## config.mk

```make
export PLATFORM = sky130hd
export DESIGN_NAME = rfi_reset_fault
export DESIGN_NICKNAME = d
export VERILOG_FILES = /design/src/rfi_reset_fault.v
export VERILOG_INCLUDE_DIRS = /design/src
export SDC_FILE = /design/constraint.sdc
export NUM_CORES = 1
export LEC_CHECK = 0
export BUFFER_PORTS_ARGS = -buffer_cell sky130_fd_sc_hd__buf_2
export CAP_MARGIN = 20
export CORE_MARGIN = 10
export CORE_UTILIZATION = 55
export DETAILED_ROUTE_END_ITERATION = 8
export PLACE_DENSITY = 0.82
export RECOVER_POWER = 25
export SKIP_CTS_REPAIR_TIMING = 1
export SLEW_MARGIN = 0
export SYNTH_ARGS = -nofsm -noshare
export SYNTH_HDL_FRONTEND = slang
export SYNTH_SLANG_ARGS = --single-unit
```

## constraint.sdc

```tcl
create_clock -name pclk -period 2.8 [get_ports pclk]
set_input_delay 0 -clock pclk [delete_from_list [all_inputs] [get_ports pclk]]
set_output_delay 0 -clock pclk [all_outputs]
set_load 0.02 [all_outputs]
```

## src/rfi_defs.vh

```
// Notes on behaviour
// - Four reset sources: soft bit, ext_reset_n pin, supply lockout, selected watchdog expiry.
// - Writing 1 to soft_reset_bit resets; the bit self-clears and reads zero.
// - Soft reset disables converters, outputs low, registers default, then loads OTP defaults.
// - Host interface logic keeps its state through a soft reset.
// - Lockout or ext_reset_n low: converters off, outputs low, registers default.
// - After supply and pin release, OTP defaults load and start-up begins.
// - A selected watchdog expiry returns registers to OTP defaults.
// - Per-monitor enables; shared window bit: 0 undervoltage only, 1 both.
// - Buck window field picks +-30/50/70/90 mV around its nominal setting.
// - Boost nominal picks 4.9/5/5.1/5.2 V; window +-2/4/6/8 percent.
// - Supply nominal bit picks 3.3 or 5 V; window bit 5 or 10 percent.
// - External monitor threshold 0.65 to 1.8 V; window +-2/3/4/6 percent.
// - Events set flags and pull irq_out_n low until all unmasked pending cleared.
// - Every start-up sets the register-reset flag.
// - Buck limit 20 us or boost limit sets maskable flag, live status, sticky.
// - Output below 0.35 V 1 ms after enable or 1 ms running flags, disables.
// - Thermal warning: maskable flag, live status, no clear while hot.
// - Thermal shutdown disables converters, outputs low, unmaskable flag held while hot.
// - Negative current limit raises no flag and disables nothing.
`ifndef RFI_DEFS_VH
`define RFI_DEFS_VH

// ****************************************************************
// Register byte offsets
// ****************************************************************
`define RFI_ADDR_RESET_CTRL 8'h00
`define RFI_ADDR_MON_CTRL   8'h04
`define RFI_ADDR_BUCK_NOM_A 8'h08
`define RFI_ADDR_BUCK_NOM_B 8'h0c
`define RFI_ADDR_MON_LEVEL  8'h10
`define RFI_ADDR_INT_FLAGS  8'h14
`define RFI_ADDR_INT_MASK   8'h18
`define RFI_ADDR_STATUS     8'h1c
`define RFI_ADDR_CONV_CTRL  8'h20

// ****************************************************************
// Field positions
// ****************************************************************
`define RFI_SOFT_RESET_BIT 0
`define RFI_WD_RELOAD_BIT  1
`define RFI_WINDOW_BIT     8
`define RFI_GPO_LSB        4
`define RFI_FLAG_REGRESET  8
`define RFI_FLAG_TSD       7
`define RFI_FLAG_WARN      6
`define RFI_MASKABLE       9'h147

// ****************************************************************
// One-time-programmable defaults
// ****************************************************************
`define RFI_OTP_CONV      3'h0
`define RFI_OTP_GPO       2'h0
`define RFI_OTP_WD_RELOAD 1'h1
`define RFI_OTP_MON_EN    6'h00
`define RFI_OTP_WINDOW    1'h0
`define RFI_OTP_BUCK_NOM  8'h00
`define RFI_OTP_LEVEL     22'h000000
`define RFI_OTP_MASK      9'h000

// ****************************************************************
// Timing
// ****************************************************************
`define RFI_CLK_MHZ      100
`define RFI_ILIM_DEB_US  20
`define RFI_SC_DEB_US    1000
`define RFI_HOST_WAIT_US 1200
`define RFI_ILIM_DEB_CYC (`RFI_ILIM_DEB_US * `RFI_CLK_MHZ)
`define RFI_SC_DEB_CYC   (`RFI_SC_DEB_US * `RFI_CLK_MHZ)
`define RFI_HOST_WAIT_CYC (`RFI_HOST_WAIT_US * `RFI_CLK_MHZ)

`endif

```

## src/rfi_reset_fault.v

```verilog
`include "rfi_defs.vh"
`default_nettype none

module rfi_reset_fault #(
    parameter SC_CYC = `RFI_SC_DEB_CYC
) (
    input  wire        pclk,
    input  wire        presetn,
    input  wire        psel,
    input  wire        penable,
    input  wire        pwrite,
    input  wire [7:0]  paddr,
    input  wire [31:0] pwdata,
    output reg  [31:0] prdata,
    output reg         pready,
    output reg         pslverr,
    input  wire        ext_reset_n,
    input  wire        supply_uvlo,
    input  wire        wd_expire,
    input  wire [1:0]  buck_ilim,
    input  wire        boost_ilim,
    input  wire [2:0]  conv_out_low,
    input  wire        thermal_warn,
    input  wire        thermal_sd,
    output reg  [2:0]  conv_enable,
    output reg  [1:0]  general_output,
    output reg  [5:0]  monitor_enable_reg,
    output reg         monitor_window_mode,
    output reg  [7:0]  buck_nominal_setting_a,
    output reg  [7:0]  buck_nominal_setting_b,
    output reg  [21:0] monitor_levels,
    output reg         irq_out_n
);

    // ****************************************************************
    // Reset sequencing
    // ****************************************************************
    localparam [1:0] ST_RST  = 2'h0;
    localparam [1:0] ST_LOAD = 2'h1;
    localparam [1:0] ST_RUN  = 2'h2;
    localparam integer SC_LAST_I   = SC_CYC - 1;
    localparam integer ILIM_LAST_I = `RFI_ILIM_DEB_CYC - 1;
    localparam [16:0] SC_LAST   = SC_LAST_I[16:0];
    localparam [10:0] ILIM_LAST = ILIM_LAST_I[10:0];

    reg  [1:0]  state_q;
    reg  [1:0]  state_d;
    reg         soft_q;
    reg         wd_reload_q;
    reg  [2:0]  conv_q;
    reg  [1:0]  gpo_q;
    reg  [8:0]  flag_q;
    reg  [8:0]  flag_d;
    reg  [8:0]  mask_q;
    wire [2:0]  ilim_live_q;
    wire [2:0]  short_hit;
    reg  [31:0] rdata;
    reg         rmapped;
    wire        acc;
    wire        wr;
    wire        reset_cause;
    wire        run;

    // Writes land only at the edge where the master sees pready high.
    assign acc = psel & penable & pready;
    assign wr  = acc & pwrite & (state_q == ST_RUN);
    assign run = (state_q == ST_RUN);

    // Soft reset and pin/lockout sources clear the core; the APB slave keeps going.
    assign reset_cause = soft_q | ~ext_reset_n | supply_uvlo
                       | (wd_expire & wd_reload_q);

    always @* begin
        state_d = state_q;
        case (state_q)
            ST_RST:  if (!reset_cause) state_d = ST_LOAD;
            ST_LOAD: state_d = ST_RUN;
            ST_RUN:  if (reset_cause) state_d = ST_RST;
            default: state_d = ST_RST;
        endcase
        if (reset_cause) state_d = ST_RST;
    end

    always @(posedge pclk or negedge presetn) begin
        if (!presetn) begin
            state_q <= ST_RST;
            soft_q  <= 1'b0;
        end else begin
            state_q <= state_d;
            // One-cycle pulse; the stored bit never reads back as set.
            soft_q  <= wr && paddr == `RFI_ADDR_RESET_CTRL
                       && pwdata[`RFI_SOFT_RESET_BIT];
        end
    end

    // ****************************************************************
    // Current limit debounce and short-circuit timers
    // ****************************************************************
    wire [2:0] ilim_raw;
    assign ilim_raw = {boost_ilim, buck_ilim};

    genvar gi;
    generate
        for (gi = 0; gi < 3; gi = gi + 1) begin : g_conv
            reg [10:0] deb_q;
            reg [16:0] sc_q;
            reg        started_q;
            reg        live_q;

            assign ilim_live_q[gi] = live_q;

            // Buck limits must persist 20 us; the boost limit counts at once.
            always @(posedge pclk or negedge presetn) begin
                if (!presetn) begin
                    deb_q  <= 11'h000;
                    live_q <= 1'b0;
                end else if (!ilim_raw[gi] || !run) begin
                    deb_q  <= 11'h000;
                    live_q <= 1'b0;
                end else if (gi == 2 || deb_q == ILIM_LAST) begin
                    live_q <= 1'b1;
                end else begin
                    deb_q <= deb_q + 11'h001;
                end
            end

            // During soft-start the timer always runs; afterwards only while low.
            always @(posedge pclk or negedge presetn) begin
                if (!presetn) begin
                    sc_q      <= 17'h00000;
                    started_q <= 1'b0;
                end else if (!conv_enable[gi]) begin
                    sc_q      <= 17'h00000;
                    started_q <= 1'b0;
                end else if (sc_q == SC_LAST) begin
                    sc_q      <= 17'h00000;
                    started_q <= 1'b1;
                end else if (conv_out_low[gi] || !started_q) begin
                    sc_q <= sc_q + 17'h00001;
                end else begin
                    sc_q <= 17'h00000;
                end
            end

            assign short_hit[gi] = conv_enable[gi] && sc_q == SC_LAST
                                   && conv_out_low[gi];
        end
    endgenerate

    // ****************************************************************
    // Interrupt flags
    // ****************************************************************
    // Negative current limit has no input here: it never flags or disables.
    reg [8:0] flag_set;
    reg [8:0] flag_clr;

    always @* begin
        flag_set = {1'b0, thermal_sd, thermal_warn, short_hit, ilim_live_q};
        flag_clr = 9'h000;
        if (wr && paddr == `RFI_ADDR_INT_FLAGS) flag_clr = pwdata[8:0];
        // A live condition re-sets its flag in the clearing cycle.
        flag_d = (flag_q & ~flag_clr) | flag_set;
    end

    // ****************************************************************
    // Register file
    // ****************************************************************
    always @(posedge pclk or negedge presetn) begin
        if (!presetn) begin
            wd_reload_q            <= 1'b0;
            conv_q                 <= 3'h0;
            gpo_q                  <= 2'h0;
            monitor_enable_reg     <= 6'h00;
            monitor_window_mode    <= 1'b0;
            buck_nominal_setting_a <= 8'h00;
            buck_nominal_setting_b <= 8'h00;
            monitor_levels         <= 22'h000000;
            mask_q                 <= 9'h000;
            flag_q                 <= 9'h000;
        end else if (state_q == ST_RST) begin
            // Every register is held at its default while a reset source is active.
            wd_reload_q            <= 1'b0;
            conv_q                 <= 3'h0;
            gpo_q                  <= 2'h0;
            monitor_enable_reg     <= 6'h00;
            monitor_window_mode    <= 1'b0;
            buck_nominal_setting_a <= 8'h00;
            buck_nominal_setting_b <= 8'h00;
            monitor_levels         <= 22'h000000;
            mask_q                 <= 9'h000;
            flag_q                 <= 9'h000;
        end else if (state_q == ST_LOAD) begin
            wd_reload_q            <= `RFI_OTP_WD_RELOAD;
            conv_q                 <= `RFI_OTP_CONV;
            gpo_q                  <= `RFI_OTP_GPO;
            monitor_enable_reg     <= `RFI_OTP_MON_EN;
            monitor_window_mode    <= `RFI_OTP_WINDOW;
            buck_nominal_setting_a <= `RFI_OTP_BUCK_NOM;
            buck_nominal_setting_b <= `RFI_OTP_BUCK_NOM;
            monitor_levels         <= `RFI_OTP_LEVEL;
            mask_q                 <= `RFI_OTP_MASK;
            flag_q                 <= 9'h100;
        end else begin
            flag_q <= flag_d;
            if (wr) begin
                case (paddr)
                    `RFI_ADDR_RESET_CTRL: wd_reload_q <= pwdata[`RFI_WD_RELOAD_BIT];
                    `RFI_ADDR_MON_CTRL: begin
                        monitor_enable_reg  <= pwdata[5:0];
                        monitor_window_mode <= pwdata[`RFI_WINDOW_BIT];
                    end
                    `RFI_ADDR_BUCK_NOM_A: buck_nominal_setting_a <= pwdata[7:0];
                    `RFI_ADDR_BUCK_NOM_B: buck_nominal_setting_b <= pwdata[7:0];
                    // Buck, boost, supply and external windows and nominals.
                    `RFI_ADDR_MON_LEVEL: monitor_levels <= pwdata[21:0];
                    `RFI_ADDR_INT_MASK: mask_q <= pwdata[8:0] & `RFI_MASKABLE;
                    `RFI_ADDR_CONV_CTRL: begin
                        conv_q <= pwdata[2:0];
                        gpo_q  <= pwdata[`RFI_GPO_LSB+1:`RFI_GPO_LSB];
                    end
                    default: ;
                endcase
            end
            // A short circuit turns its converter off and wins over a same-cycle write.
            conv_q <= (wr && paddr == `RFI_ADDR_CONV_CTRL ? pwdata[2:0] : conv_q)
                      & ~short_hit;
        end
    end

    // ****************************************************************
    // Outputs
    // ****************************************************************
    always @(posedge pclk or negedge presetn) begin
        if (!presetn) begin
            conv_enable    <= 3'h0;
            general_output <= 2'h0;
            irq_out_n      <= 1'b1;
        end else begin
            // Thermal shutdown and any reset force converters off and outputs low.
            conv_enable    <= (run && !thermal_sd) ? conv_q & ~short_hit : 3'h0;
            general_output <= (run && !thermal_sd) ? gpo_q : 2'h0;
            irq_out_n      <= ~|(flag_q & ~mask_q);
        end
    end

    // ****************************************************************
    // APB read path
    // ****************************************************************
    always @* begin
        rdata   = 32'h00000000;
        rmapped = 1'b1;
        case (paddr)
            `RFI_ADDR_RESET_CTRL: rdata = {30'h0, wd_reload_q, 1'b0};
            `RFI_ADDR_MON_CTRL:   rdata = {23'h0, monitor_window_mode, 2'h0,
                                           monitor_enable_reg};
            `RFI_ADDR_BUCK_NOM_A: rdata = {24'h0, buck_nominal_setting_a};
            `RFI_ADDR_BUCK_NOM_B: rdata = {24'h0, buck_nominal_setting_b};
            `RFI_ADDR_MON_LEVEL:  rdata = {10'h0, monitor_levels};
            // Group bits 9 (bucks) and 10 (boost) summarise the converter flags.
            `RFI_ADDR_INT_FLAGS:  rdata = {21'h0, flag_q[2] | flag_q[5],
                                           |{flag_q[0], flag_q[1], flag_q[3], flag_q[4]},
                                           flag_q};
            `RFI_ADDR_INT_MASK:   rdata = {23'h0, mask_q};
            `RFI_ADDR_STATUS:     rdata = {27'h0, thermal_sd, thermal_warn,
                                           ilim_live_q};
            `RFI_ADDR_CONV_CTRL:  rdata = {26'h0, gpo_q, 1'b0, conv_q};
            default:              rmapped = 1'b0;
        endcase
    end

    // One wait state: pready rises in the second access cycle.
    always @(posedge pclk or negedge presetn) begin
        if (!presetn) begin
            pready  <= 1'b0;
            prdata  <= 32'h00000000;
            pslverr <= 1'b0;
        end else if (psel && penable && !pready) begin
            pready  <= 1'b1;
            prdata  <= pwrite ? 32'h00000000 : rdata;
            pslverr <= ~rmapped;
        end else begin
            pready  <= 1'b0;
            prdata  <= 32'h00000000;
            pslverr <= 1'b0;
        end
    end

endmodule // rfi_reset_fault

`default_nettype wire

```

======== Word-level counts from Yosys, hierarchy flattened ========
Index checks and enable logic that the tools add are counted.
operators by class
  reductions and logical operators ........ 51
  multiplexer cells ....................... 72
  bitwise gates (word level) .............. 19
  add/subtract/negate cells ............... 5
  eq/ne operators ......................... 21
operators with widths
  kind                                                              count
  22-bit case mux with 9 select lines                               1
  17-bit two-way mux                                                9
  22-bit two-way mux                                                4
  32-bit two-way mux                                                2
  8-bit two-way mux                                                 8
  9-bit two-way mux                                                 7
  17-bit by 1-bit adder with 17-bit output (second input constant)  3
  17-bit == test (second input constant)                            3
  11-bit two-way mux                                                4
  8-bit by 5-bit == test with 1-bit output (second input constant)  4
  6-bit two-way mux                                                 4
  3-bit nonzero test                                                8
  11-bit by 1-bit adder with 11-bit output (second input constant)  2
  11-bit == test (second input constant)                            2
  1-bit two-way mux                                                 22
  9-bit AND                                                         2
  9-bit inverter                                                    2
  9-bit OR reduction                                                2
  8-bit by 4-bit == test with 1-bit output (second input constant)  2
  2-bit AND reduction                                               7
  1-bit logical AND                                                 13
  2-bit two-way mux                                                 6
  3-bit two-way mux                                                 4
  1-bit zero test                                                   10
  18 further kinds                                                  37
storage, ports and cells
  input port bits ......................... 56
  word-level logic and storage cells ...... 197
  register bits ........................... 191

======== Longest topological paths before layout ========
Gate-level depths: netlist (run 1).
  depth in word-level cells ............... 11
  gate-level depth with buffers ........... 7
  depth with buffers taken out ............ 5

======== Worst setup path before layout (run 1) ========
OpenSTA, ideal clock, no wires.
  kind .................................... register to register
  start point ............................. reg g_conv[0].sc_q[0]
  end point ............................... reg g_conv[0].sc_q[10]
  path buffers ............................ 2
  slack ................................... 766 ps
  arrival ................................. 1,912 ps
  stages on the path, launching flop included .. 8
  clock period less this slack ............ 2,034 ps
  cells stage by stage .................... dfrtp_1 > ha_1 > and4_1 > clkbuf_1 > nand2_1 > o31ai_1 > buf_2 > nor2_1
on the way
  cells in the longest elaborated chain, start to end .. 4
  elaborated cells on any way between the ends .. 5
  classes of those cells .................. add/sub: 1; eq/ne: 1; mux: 3
ends and longest elaborated chain
  element                                   RTL line               RTL
  start: declaration                        rfi_reset_fault.v:106  reg [16:0] sc_q;
  start signal: assignment                  rfi_reset_fault.v:139  sc_q <= sc_q + 17'h00001;
  17-bit by 1-bit adder with 17-bit output  rfi_reset_fault.v:139
  17-bit two-way mux                        rfi_reset_fault.v:138  end else if (conv_out_low[gi] || !started_q) begin
  17-bit two-way mux (*)                    rfi_reset_fault.v:135  end else if (sc_q == SC_LAST) begin
  17-bit two-way mux (*)                    rfi_reset_fault.v:132  end else if (!conv_enable[gi]) begin
Mark *: on every way between the ends. The rest lies on a longest branch, timed or not.
A chain may end at the register's enable or synchronous reset.

======== Worst setup path in the final report (run 1) ========
  start point ............................. reg state_q[0]
  end point ............................... reg flag_q[7]
on the way
  cells in the longest elaborated chain, start to end .. 9
  elaborated cells on any way between the ends .. 11
  classes of those cells .................. eq/ne: 2; mux: 3; bitwise: 4; reduce/logical: 2
ends and longest elaborated chain
  element                              RTL line               RTL
  start: declaration                   rfi_reset_fault.v:46   reg [1:0] state_q;
  start signal: assignment             rfi_reset_fault.v:89   state_q <= state_d;
  2-bit == test                        rfi_reset_fault.v:66   assign wr = acc & pwrite & (state_q == ST_RUN);
  1-bit AND                            rfi_reset_fault.v:66
  1-bit logical AND (no source line)   --
  9-bit two-way mux                    rfi_reset_fault.v:160  if (wr && paddr == `RFI_ADDR_INT_FLAGS) flag_clr = pwdata[8:0];
  9-bit inverter                       rfi_reset_fault.v:162  flag_d = (flag_q & ~flag_clr) | flag_set;
  9-bit AND                            rfi_reset_fault.v:162
  9-bit by 8-bit OR with 9-bit output  rfi_reset_fault.v:162
  9-bit two-way mux                    rfi_reset_fault.v:192  end else if (state_q == ST_LOAD) begin
  9-bit two-way mux (*)                rfi_reset_fault.v:180  end else if (state_q == ST_RST) begin
  end signal: assignment               rfi_reset_fault.v:204  flag_q <= flag_d;
  end: declaration                     rfi_reset_fault.v:52   reg [8:0] flag_q;
Marked as above.

==> results.toml, run 1 <==
[status]
status = "finished, violations left"
violations = "negative hold slack, max-capacitance violations, max-slew violations"

[timing]
tns_ns = 0
finalCritPeriodShare_pct = 82.3
fin_skew_ns = 0.00712
hold_viol = 1
relSlewSlack_pct = -38.2
whs_ns = -0.0148
max_slew.worst_pin.slew_ns = 2.07
min_period_ns = 2.31
fmax_mhz = 434
finalSetupViolCount = 0
rsz0062_at_grt = "no"
slew_viol_final = 82

[drt]
first_pass_iters = 5
drc = 0
routed_wirelength_mm = 21.9
vias = 6787
drtIter0Drc = 544
wl_per_cell_um = 18.6
ant_nets = 0
viasPerCell = 5.78

[die]
core-area_sq_um = 15100
die_w_um = 144
die_height_um = 144
die_area_sq_um = 20600
rows = 45
io_pins = 141
start_util_pct = 55.8

[final_layout]
largest_reg_flops = 51
final_cell_mix = "176 x dfrtp_1, 130 x nor2_1, 100 x buf_2"
n_fill_cell = 1130
final_common_cell = "dfrtp_1"
drive_above_1_share_pct = 17.5
regMostFlops = "g_conv.sc_q"
antenna-diode-count = 0
syn_to_final_growth_pct = 20.5
nNetsFinal = 1036

[yosys]
yosysTopAreaCell = "dfrtp_1"
yosysWarnings = 0
synth_ff_type = "dfrtp_1"
synth-async-reset-ratio_pct = 100
netlist_area_sq_um = 8410
yosysUniqueCellTypes = 60
synth_edf_count = 0
synthCells = 818
synth_area_leaders = "dfrtp_1 52%, mux2i_1 6.2%, nor2_1 5.8%, xor2_1 3.6%, nand2_1 2.1%"
ys_ff_latch = 177
syn-mean-instance-area_sq_um = 10.3
synth_top_area_share_pct = 52.3
ys_seq_area_share_pct = 52.7

[worst_setup_path]
critPathTopFamily = "simple AND/OR/NAND/NOR gates"
worstPathCellList = "nand2b_1, nor4_2, buf_4, a31oi_1, dlygate4sd3_1"
cp_slowest_cell = "dlygate4sd3_1"
max_stage_delay_ns = 0.56
r2r-start = "state_q[0]$_DFFE_PN0P_"
crit_end = "flag_q[7]$_DFF_PN0_"
cp.required_ns = 3.11
cp.buffers_inverters = 2
crit_path_start_kind = "flop"
crit_fanout = 11
worstPathArrival_ns = 2.62
cp_num_cells = 5
crit_type = "flop to flop"
reg2reg_depth = 5
crit_start = "state_q[0]$_DFFE_PN0P_"
endpoint_kind = "flop"
r2r_end = "flag_q[7]$_DFF_PN0_"
r2r_setup_slack_ns = 0.49

[clock_network]
clkLatencyLatePin_ns = 0.43
cts_sinks = 177
cts_root_buf = "clkbuf_16"
clk_pin_slew_ns = 0.07
tritoncts = "yes"
htree_levels = 4
cts-buffers-inserted = 17
clockBufferDepth = 2

[global_routing]
grt_first_pass_wirelength_mm = 34.6
grt_usage_pct = 21.1
antenna_found_initial = 0
grt.overflow.total = 0
grt_max_degree = 84
first_global_vias = 6681

[placed_design]
dp_hpwl_mm = 14.8
numPortBuffers = 120
gp_congestion = 0.848

[power]
power.density_nw_per_um2 = 515
p_leak_nw = 4.36
ir_worst_vdd_v = 0.000508

[job]
cap_violations = 1

[min_path]
hp-class = "primary input to flop"
hold_depth = 4
[logic make-up (layout without fill, tap and decap cells)]
group / count (synthesis) / count (layout) / share of synthesized area [%]
AOI/OAI and AO/OA: 113 / 113 / 8.37
xor gates and xnor gates: 52 / 52 / 5.41
adders and majority gates: 5 / 5 / 0.744
buffers and inverters: 62 / 222 / 3.52
DFF: 177 / 177 / 52.7
muxes: 63 / 63 / 7.79
other: 1 / 10 / 0.0446
and+or+nand+nor: 345 / 345 / 21.4
[metrics by stage]
| stage | setup slack, ns | total power [W] | utilization (%) | cell area, sq um | cells |
|---|---|---|---|---|---|
| 2_1_floorplan | 0.766 | 0.00271 | - | 8450 | 827 |
| 3_3_place_gp | 0.699 | 0.00283 | 61.0 | 9210 | 1107 |
| 3_5_place_dp | 0.642 | 0.00283 | 61.0 | 9210 | 1107 |
| 4_1_cts | 0.611 | 0.00521 | 64.9 | 9800 | 1138 |
| 5_1_grt | 0.349 | 0.00539 | 67.2 | 10100 | 1175 |
| 6_report | 0.495 | 0.00522 | 67.2 | 10100 | 1175 |
[synth_stat cells (10+ instances only)]
cell,count
nor2_1,130
mux2_2,10
mux2i_1,52
nor3_1,16
or3_1,13
nand3_1,31
xor2_1,35
o21ai_0,31
nor4_1,11
nand4_1,24
inv_1,17
clkbuf_1,24
and4_1,10
dfrtp_1,176
xnor2_1,17
a22oi_1,10
nand2_1,46
a21oi_1,32
buf_4,12
and2_1,21
[tightest hold or removal path: stages]
cell      delay (ns)
buf_2           0.10
inv_1           0.04
a21boi_0        0.09
and2_1          0.14
[final cells by class]
class / count / area [sq um] / share of cell area, %
tap: 188 / 235 / 2.32
clock inverter: 13 / 161 / 1.59
sequential: 177 / 4430 / 43.7
timing repair buffer: 174 / 1100 / 10.8
clock buffer: 18 / 429 / 4.23
multi-input combinational: 588 / 3720 / 36.7
inverter: 17 / 63.8 / 0.629
[power breakdown]
part           switching [W]  leakage (nW)  internal [W]  total [W]
Sequential        0.00000769          2.47       0.00257    0.00257
Clock               0.000996         0.279       0.00140    0.00240
Combinational       0.000162          1.62     0.0000905   0.000253
[worst min-delay path by stage]
| stage | start | endpoint |
|---|---|---|
| 3_5_place_dp | presetn | prdata[11]$_DFF_PN0_ |
| 2_1_floorplan | presetn | buck_nominal_setting_a[0]$_DFFE_PN0P_ |
| 5_1_grt | supply_uvlo | state_q[1]$_DFFE_PN0P_ |
| 4_1_cts | presetn | g_conv[0].sc_q[7]$_DFF_PN0_ |
| 3_3_place_gp | presetn | prdata[11]$_DFF_PN0_ |
| 6_report | conv_out_low[0] | g_conv[0].sc_q[4]$_DFF_PN0_ |
[metal layers]
metal / track usage, % / routed length (um) / vias to the layer above
met1: 26.6 / 8590 / 3337
li1: - / - / 3161
met3: 5.94 / 1630 / 44
met2: 34.3 / 11100 / 245
met5: 0 / 0 / -
met4: 6.82 / 564 / 0
(Power assumes the default switching activity.)
==> run 2, diff against run 1 <==
--- a/config.mk
+++ b/config.mk
@@ -6,12 +6,13 @@
 export SDC_FILE = /design/constraint.sdc
 export NUM_CORES = 1
 export LEC_CHECK = 0
+export ABC_AREA = 1
 export BUFFER_PORTS_ARGS = -buffer_cell sky130_fd_sc_hd__buf_2
 export CAP_MARGIN = 20
 export CORE_MARGIN = 10
-export CORE_UTILIZATION = 55
+export CORE_UTILIZATION = 51
 export DETAILED_ROUTE_END_ITERATION = 8
-export PLACE_DENSITY = 0.82
+export PLACE_DENSITY = 0.8
 export RECOVER_POWER = 25
 export SKIP_CTS_REPAIR_TIMING = 1
 export SLEW_MARGIN = 0
==> constraint.sdc (replaced) <==
create_clock -name pclk -period 2.1 [get_ports pclk]
set_input_delay 0 -clock pclk [delete_from_list [all_inputs] [get_ports pclk]]
set_output_delay 0 -clock pclk [all_outputs]
set_load 0.02 [all_outputs]
==> run 2 against run 1 <==
The flow still finishes with violations (negative hold slack, max-capacitance violations, max-slew violations). Critical path depth rose by 3. Design area rose by 1.8%. Core utilization fell by 2.9 points. Clock-buffer cell count rose by 5. Global-route usage fell by 0.32 points. Via count rose by 14%. Worst setup slack got worse by 0.16 ns. Combinational power rose by 37%. Maximum frequency rose by 31%. Total power rose by 33%. Non-clock buffer count rose by 4. Hold slack improved by 0.00073 ns. Largest power group unchanged.
==> results.toml, run 2 <==
[worst_setup_path]
max_stage_delay_ns = 0.39
cp_slowest_cell = "nor2_2"
reg2reg_depth = 8
r2r_setup_slack_ns = 0.34
r2r-start = "state_q[0]$_DFFE_PN0P_"
r2r_end = "flag_q[7]$_DFF_PN0_"
crit_fanout = 9
worstPathCellList = "inv_1, nand2_1, inv_1, nand2_1, nor2_2, nand2_1, a21oi_1, nor2_1"
cp.required_ns = 2.41
crit_path_start_kind = "flop"
endpoint_kind = "flop"
worstPathArrival_ns = 2.08
crit_type = "flop to flop"
crit_path_frequent_cell = "nand2_1"

[clock_network]
clockBufferDepth = 2
clkLatencyLatePin_ns = 0.43
cts_sinks = 177
cts_root_buf = "clkbuf_16"
tritoncts = "yes"
htree_levels = 4
clk_pin_slew_ns = 0.06
cts-buffers-inserted = 17

[power]
clock_power_share_pct = 45.5
power.density_nw_per_um2 = 674
ir_worst_vdd_v = 0.000610
report.power.total_w = 0.00696
power_frac_seq_pct = 49.6
p_leak_nw = 5.10
swShare_pct = 22.1
p_switching_w = 0.00154
combPwrFrac_pct = 5.0
p_int_w = 0.00543

[final_layout]
nNetsFinal = 1306
largest_reg_flops = 51
final_common_cell = "nand2_1"
fin_cells = 1474
regMostFlops = "g_conv.sc_q"
syn_to_final_growth_pct = 22.2
final_cell_mix = "282 x nand2_1, 176 x dfrtp_1, 153 x nor2_1"
drive_above_1_share_pct = 15.2

[drt]
vias = 7749
ant_nets = 0
drc = 0
drtIter0Drc = 643
routed_wirelength_mm = 23.1
first_pass_iters = 5
wl_per_cell_um = 15.7
viasPerCell = 5.26

[yosys]
yosysWarnings = 0
synth.most_common_cell = "nand2_1"
synthCells = 1068
yosysTopAreaCell = "dfrtp_1"
synth_area_leaders = "dfrtp_1 52%, nand2_1 12%, nor2_1 6.8%, inv_1 5.3%, nand3_1 4.7%"
synth_ff_type = "dfrtp_1"
yosysUniqueCellTypes = 39
synth_common_cells = "281 x nand2_1, 176 x dfrtp_1, 153 x nor2_1"
syn-mean-instance-area_sq_um = 7.91
ys_seq_area_share_pct = 52.4
synth_top_area_share_pct = 52.1
ys_ff_latch = 177
synth_edf_count = 0
netlist_area_sq_um = 8450
synth-async-reset-ratio_pct = 100

[timing]
finalCritPeriodShare_pct = 84.0
fmax_mhz = 567
min_period_ns = 1.76
slew_viol_final = 65
rsz0062_at_grt = "no"
tns_ns = 0
whs_ns = -0.0141
relSlewSlack_pct = -11.3
max_slew.worst_pin.slew_ns = 1.67
hold_viol = 2
finalSetupViolCount = 0
fin_skew_ns = 0.00647

[die]
io_pins = 141
core-area_sq_um = 16100
die_height_um = 149
die_w_um = 149
die_area_sq_um = 22100
rows = 46
start_util_pct = 52.6

[placed_design]
dp_cells = 1407
numPortBuffers = 120
dp_hpwl_mm = 17.0
gp_congestion = 0.933

[min_path]
min_to = "g_conv[2].sc_q[14]$_DFF_PN0_"
holdCritStartpoint = "conv_out_low[2]"
hold_depth = 5
hp-class = "primary input to flop"

[job]
cap_violations = 1

[global_routing]
grt_first_pass_wirelength_mm = 37.1
antenna_found_initial = 1
grt.overflow.total = 0
grt_usage_pct = 20.8
grt_max_degree = 67
first_global_vias = 7281

[status]
violations = "negative hold slack, max-capacitance violations, max-slew violations"
status = "finished, violations left"
run 2: changes by cell type after synthesis, sizes merged, moves of 13 or more:
| cell | before | now |
|---|---|---|
| clkbuf | 24 | 4 |
| nor4 | 16 | 3 |
| inv | 17 | 121 |
| o21ai | 31 | 76 |
| xor2 | 35 | 12 |
| xnor2 | 17 | 2 |
| nor2 | 130 | 158 |
| mux2i | 52 | 1 |
| nand3 | 31 | 80 |
| nand2 | 46 | 284 |
| or3 | 13 | 0 |
| nor3 | 16 | 41 |
| and2 | 21 | 2 |
run 2: per-stage QoR:
| stage | util, % | setup WS [ns] | area (sq um) | hold slack (ns) |
|---|---|---|---|---|
| after global routing | 64.3 | 0.131 | 10300 | 0.0182 |
| after CTS | 62.2 | 0.230 | 9980 | -0.426 |
| after global placement | 58.5 | 0.316 | 9390 | 0.0300 |
| after detailed placement | 58.5 | 0.246 | 9390 | 0.0296 |
| after floorplan | - | 0.612 | 8480 | -0.296 |
| final | 64.3 | 0.337 | 10300 | -0.0141 |
run 2: kinds of logic after synthesis:
group / share of synthesized area (%)
adders and majority gates: 0.741
xor gates and xnor gates: 1.45
muxes: 0.118
and+or+nand+nor: 30.6
other: 0.0444
buffers and inverters: 7.38
DFF: 52.4
AOI/OAI and AO/OA: 7.26
run 2: critical path: cells and delay by family, from the launching register on:
kind / cells / cell delay, ns
AO/OA/AOI/OAI: 1 / 0.14
flip-flops: 1 / 0.38
AND/OR/NAND/NOR: 5 / 0.85
buffers and inverters: 2 / 0.28
run 2: how the worst max path moves through the flow:
stage | from | to | cells past startpoint
final | state_q[0]$_DFFE_PN0P_ | flag_q[7]$_DFF_PN0_ | 8
after CTS | state_q[1]$_DFFE_PN0P_ | monitor_enable_reg[4]$_DFFE_PN0P_ | 5
after detailed placement | state_q[1]$_DFFE_PN0P_ | monitor_enable_reg[4]$_DFFE_PN0P_ | 5
after global routing | presetn | g_conv[2].started_q$_DFFE_PN0P_ | 3
after floorplan | g_conv[1].sc_q[0]$_DFF_PN0_ | g_conv[1].sc_q[12]$_DFF_PN0_ | 7
after global placement | state_q[1]$_DFFE_PN0P_ | monitor_window_mode$_DFFE_PN0P_ | 5
run 2: cell type report:
class                   instances  area [sq um]
diodes                          1          2.50
multi-input cells             749          3430
flip-flops and latches        177          4430
clock inverters                 8           104
repair buffers                178          1150
well taps                     216           270
inverters                     122           458
clock buffers                  23           488
fillers                      1288          5730
run 2: routing by layer:
layer | GRT usage (%) | share of wire (%) | up-vias
li1 | - | - | 3767
met1 | 27.1 | 42 | 3642
met2 | 33.3 | 48 | 289
met3 | 4.22 | 6.7 | 51
met4 | 8.13 | 2.8 | 0
met5 | 0 | 0 | -
run 2: power by group through the flow:
stage                     Clock, W  Combinational (W)  Sequential (W)
after floorplan                  0           0.000106         0.00353
after global placement           0           0.000290         0.00351
after detailed placement         0           0.000294         0.00351
after CTS                  0.00321           0.000295         0.00345
after global routing       0.00335           0.000384         0.00345
final                      0.00317           0.000347         0.00345
==> run 3, diff against run 2 <==
==> constraint.sdc (replaced) <==
create_clock -name pclk -period 1.6 [get_ports pclk]
set_input_delay 0 -clock pclk [delete_from_list [all_inputs] [get_ports pclk]]
set_output_delay 0 -clock pclk [all_outputs]
set_load 0.02 [all_outputs]
==> run 3 against run 2 <==
The run ends with negative hold slack left. Sequential cell count unchanged. Wire length up 10%. Sequential power up 31%. Register-to-register slack worse by 0.28 ns. Non-clock buffer count up 22. Clock-buffer cell count down 3. Critical path type unchanged. Largest cell class unchanged. Highest routed layer unchanged.
==> results.toml, run 3 (synthesized netlist as in run 2, its figures left out) <==
[worst_setup_path]
crit_fanout = 5
critPathTopFamily = "simple AND/OR/NAND/NOR gates"
endpoint_kind = "flop"
max_stage_delay_ns = 0.38
cp.buffers_inverters = 1
crit_type = "flop to flop"
worstPathCellList = "ha_2, nand3_2, nor2_4, nand3_1, nand2_2, inv_1, nand2_1, nor2_1"
worstPathArrival_ns = 1.88
cp_slowest_cell = "dfrtp_1"
crit_path_start_kind = "flop"
cp_num_cells = 8
cp.required_ns = 1.93
reg2reg_depth = 8

[global_routing]
grt_first_pass_wirelength_mm = 39.0
grt.overflow.total = 0
first_global_vias = 7654
grt_max_degree = 52
antenna_found_initial = 1
grt_usage_pct = 21.8

[timing]
fin_skew_ns = 0.00978
relSlewSlack_pct = 48.7
whs_ns = -0.0177
fmax_mhz = 647
max_slew.worst_pin.slew_ns = 0.769
rsz0062_at_grt = "yes"
hold_viol = 2
slew_viol_final = 0
min_period_ns = 1.55
finalSetupViolCount = 0
finalCritPeriodShare_pct = 96.7
setup_ws_ns = 0.0535

[drt]
drtIter0Drc = 777
vias = 8046
ant_nets = 0
first_pass_iters = 5
drc = 0
wl_per_cell_um = 17.0
viasPerCell = 5.37
routed_wirelength_mm = 25.5

[min_path]
hp-class = "primary input to flop"
hold_depth = 5

[status]
violations = "negative hold slack"
status = "finished, violations left"

[die]
die_w_um = 149
core-area_sq_um = 16100
io_pins = 141
rows = 46
start_util_pct = 52.6
die_area_sq_um = 22100
die_height_um = 149

[placed_design]
numPortBuffers = 120
gp_congestion = 0.935
dp_hpwl_mm = 17.7
dp_slack_ns = -0.0149

[power]
ir_worst_vdd_v = 0.000825
p_leak_nw = 5.23
power.density_nw_per_um2 = 884

[clock_network]
clk_pin_slew_ns = 0.07
cts_sinks = 177
htree_levels = 4
cts_root_buf = "clkbuf_16"
clkLatencyLatePin_ns = 0.43
tritoncts = "yes"
clockBufferDepth = 2
cts-buffers-inserted = 17

[final_layout]
final_cell_mix = "278 x nand2_1, 176 x dfrtp_1, 147 x nor2_1"
regMostFlops = "g_conv.sc_q"
drive_above_1_share_pct = 18.8
largest_reg_flops = 51
syn_to_final_growth_pct = 25.4
final_core_util_pct = 66.0
nNetsFinal = 1328
n_fill_cell = 1267
final_common_cell = "nand2_1"

[job]
cap_violations = 0
==> run 3: tightest hold or removal path, stage by stage <==
cell     delay, ns
buf_2         0.09
nor2_1        0.05
inv_1         0.07
nand3_1       0.07
nor2_1        0.08
==> run 3: worst paths after layout <==
path	startpoint	to	slack, ns
min in group asynchronous	presetn	prdata[5]$_DFF_PN0_	0.17
worst max register to register	g_conv[0].sc_q[0]$_DFF_PN0_	g_conv[0].sc_q[3]$_DFF_PN0_	0.05
worst min-delay path	conv_out_low[2]	g_conv[2].sc_q[13]$_DFF_PN0_	-0.02
worst min register to register	state_q[0]$_DFFE_PN0P_	state_q[0]$_DFFE_PN0P_	0.44
max in group asynchronous	presetn	prdata[15]$_DFF_PN0_	0.29
worst max-delay path	g_conv[0].sc_q[0]$_DFF_PN0_	g_conv[0].sc_q[3]$_DFF_PN0_	0.05
==> run 3: cell type report <==
cell class                      instances  area, sq um  area share [%]
Antenna cell                            2         5.00          0.0472
Sequential cell                       177         4430            41.8
Timing Repair Buffer                  200         1280            12.1
Multi-Input combinational cell        749         3530            33.3
Clock inverter                         12          154            1.45
Clock buffer                           20          467            4.40
Tap cell                              216          270            2.55
Inverter                              122          462            4.36
==> run 3: power breakdown <==
| part | total [W] | internal [W] | switching, W |
|---|---|---|---|
| registers | 0.00453 | 0.00450 | 0.0000253 |
| logic | 0.000466 | 0.000156 | 0.000310 |
| clock network | 0.00437 | 0.00259 | 0.00178 |
| total | 0.00937 | 0.00725 | 0.00212 |
==> run 3: per-stage QoR <==
stage	cells	cell area, sq um	TNS, ns	power (W)
6_report	1498	10600	0	0.00937
5_1_grt	1497	10600	-0.302	0.00965
4_1_cts	1458	10200	-0.0148	0.00934
3_5_place_dp	1426	9530	-0.0149	0.00501
3_3_place_gp	1426	9530	0	0.00500
2_1_floorplan	1077	8480	0	0.00477
==> run 3: routing by layer <==
layer | GRT usage, % | share of wire [%] | vias up
met4 | 8.28 | 3.3 | 0
met1 | 27.5 | 40 | 3797
met3 | 4.85 | 7.0 | 79
met2 | 35.8 | 50 | 367
li1 | - | - | 3803
met5 | 0 | 0 | -
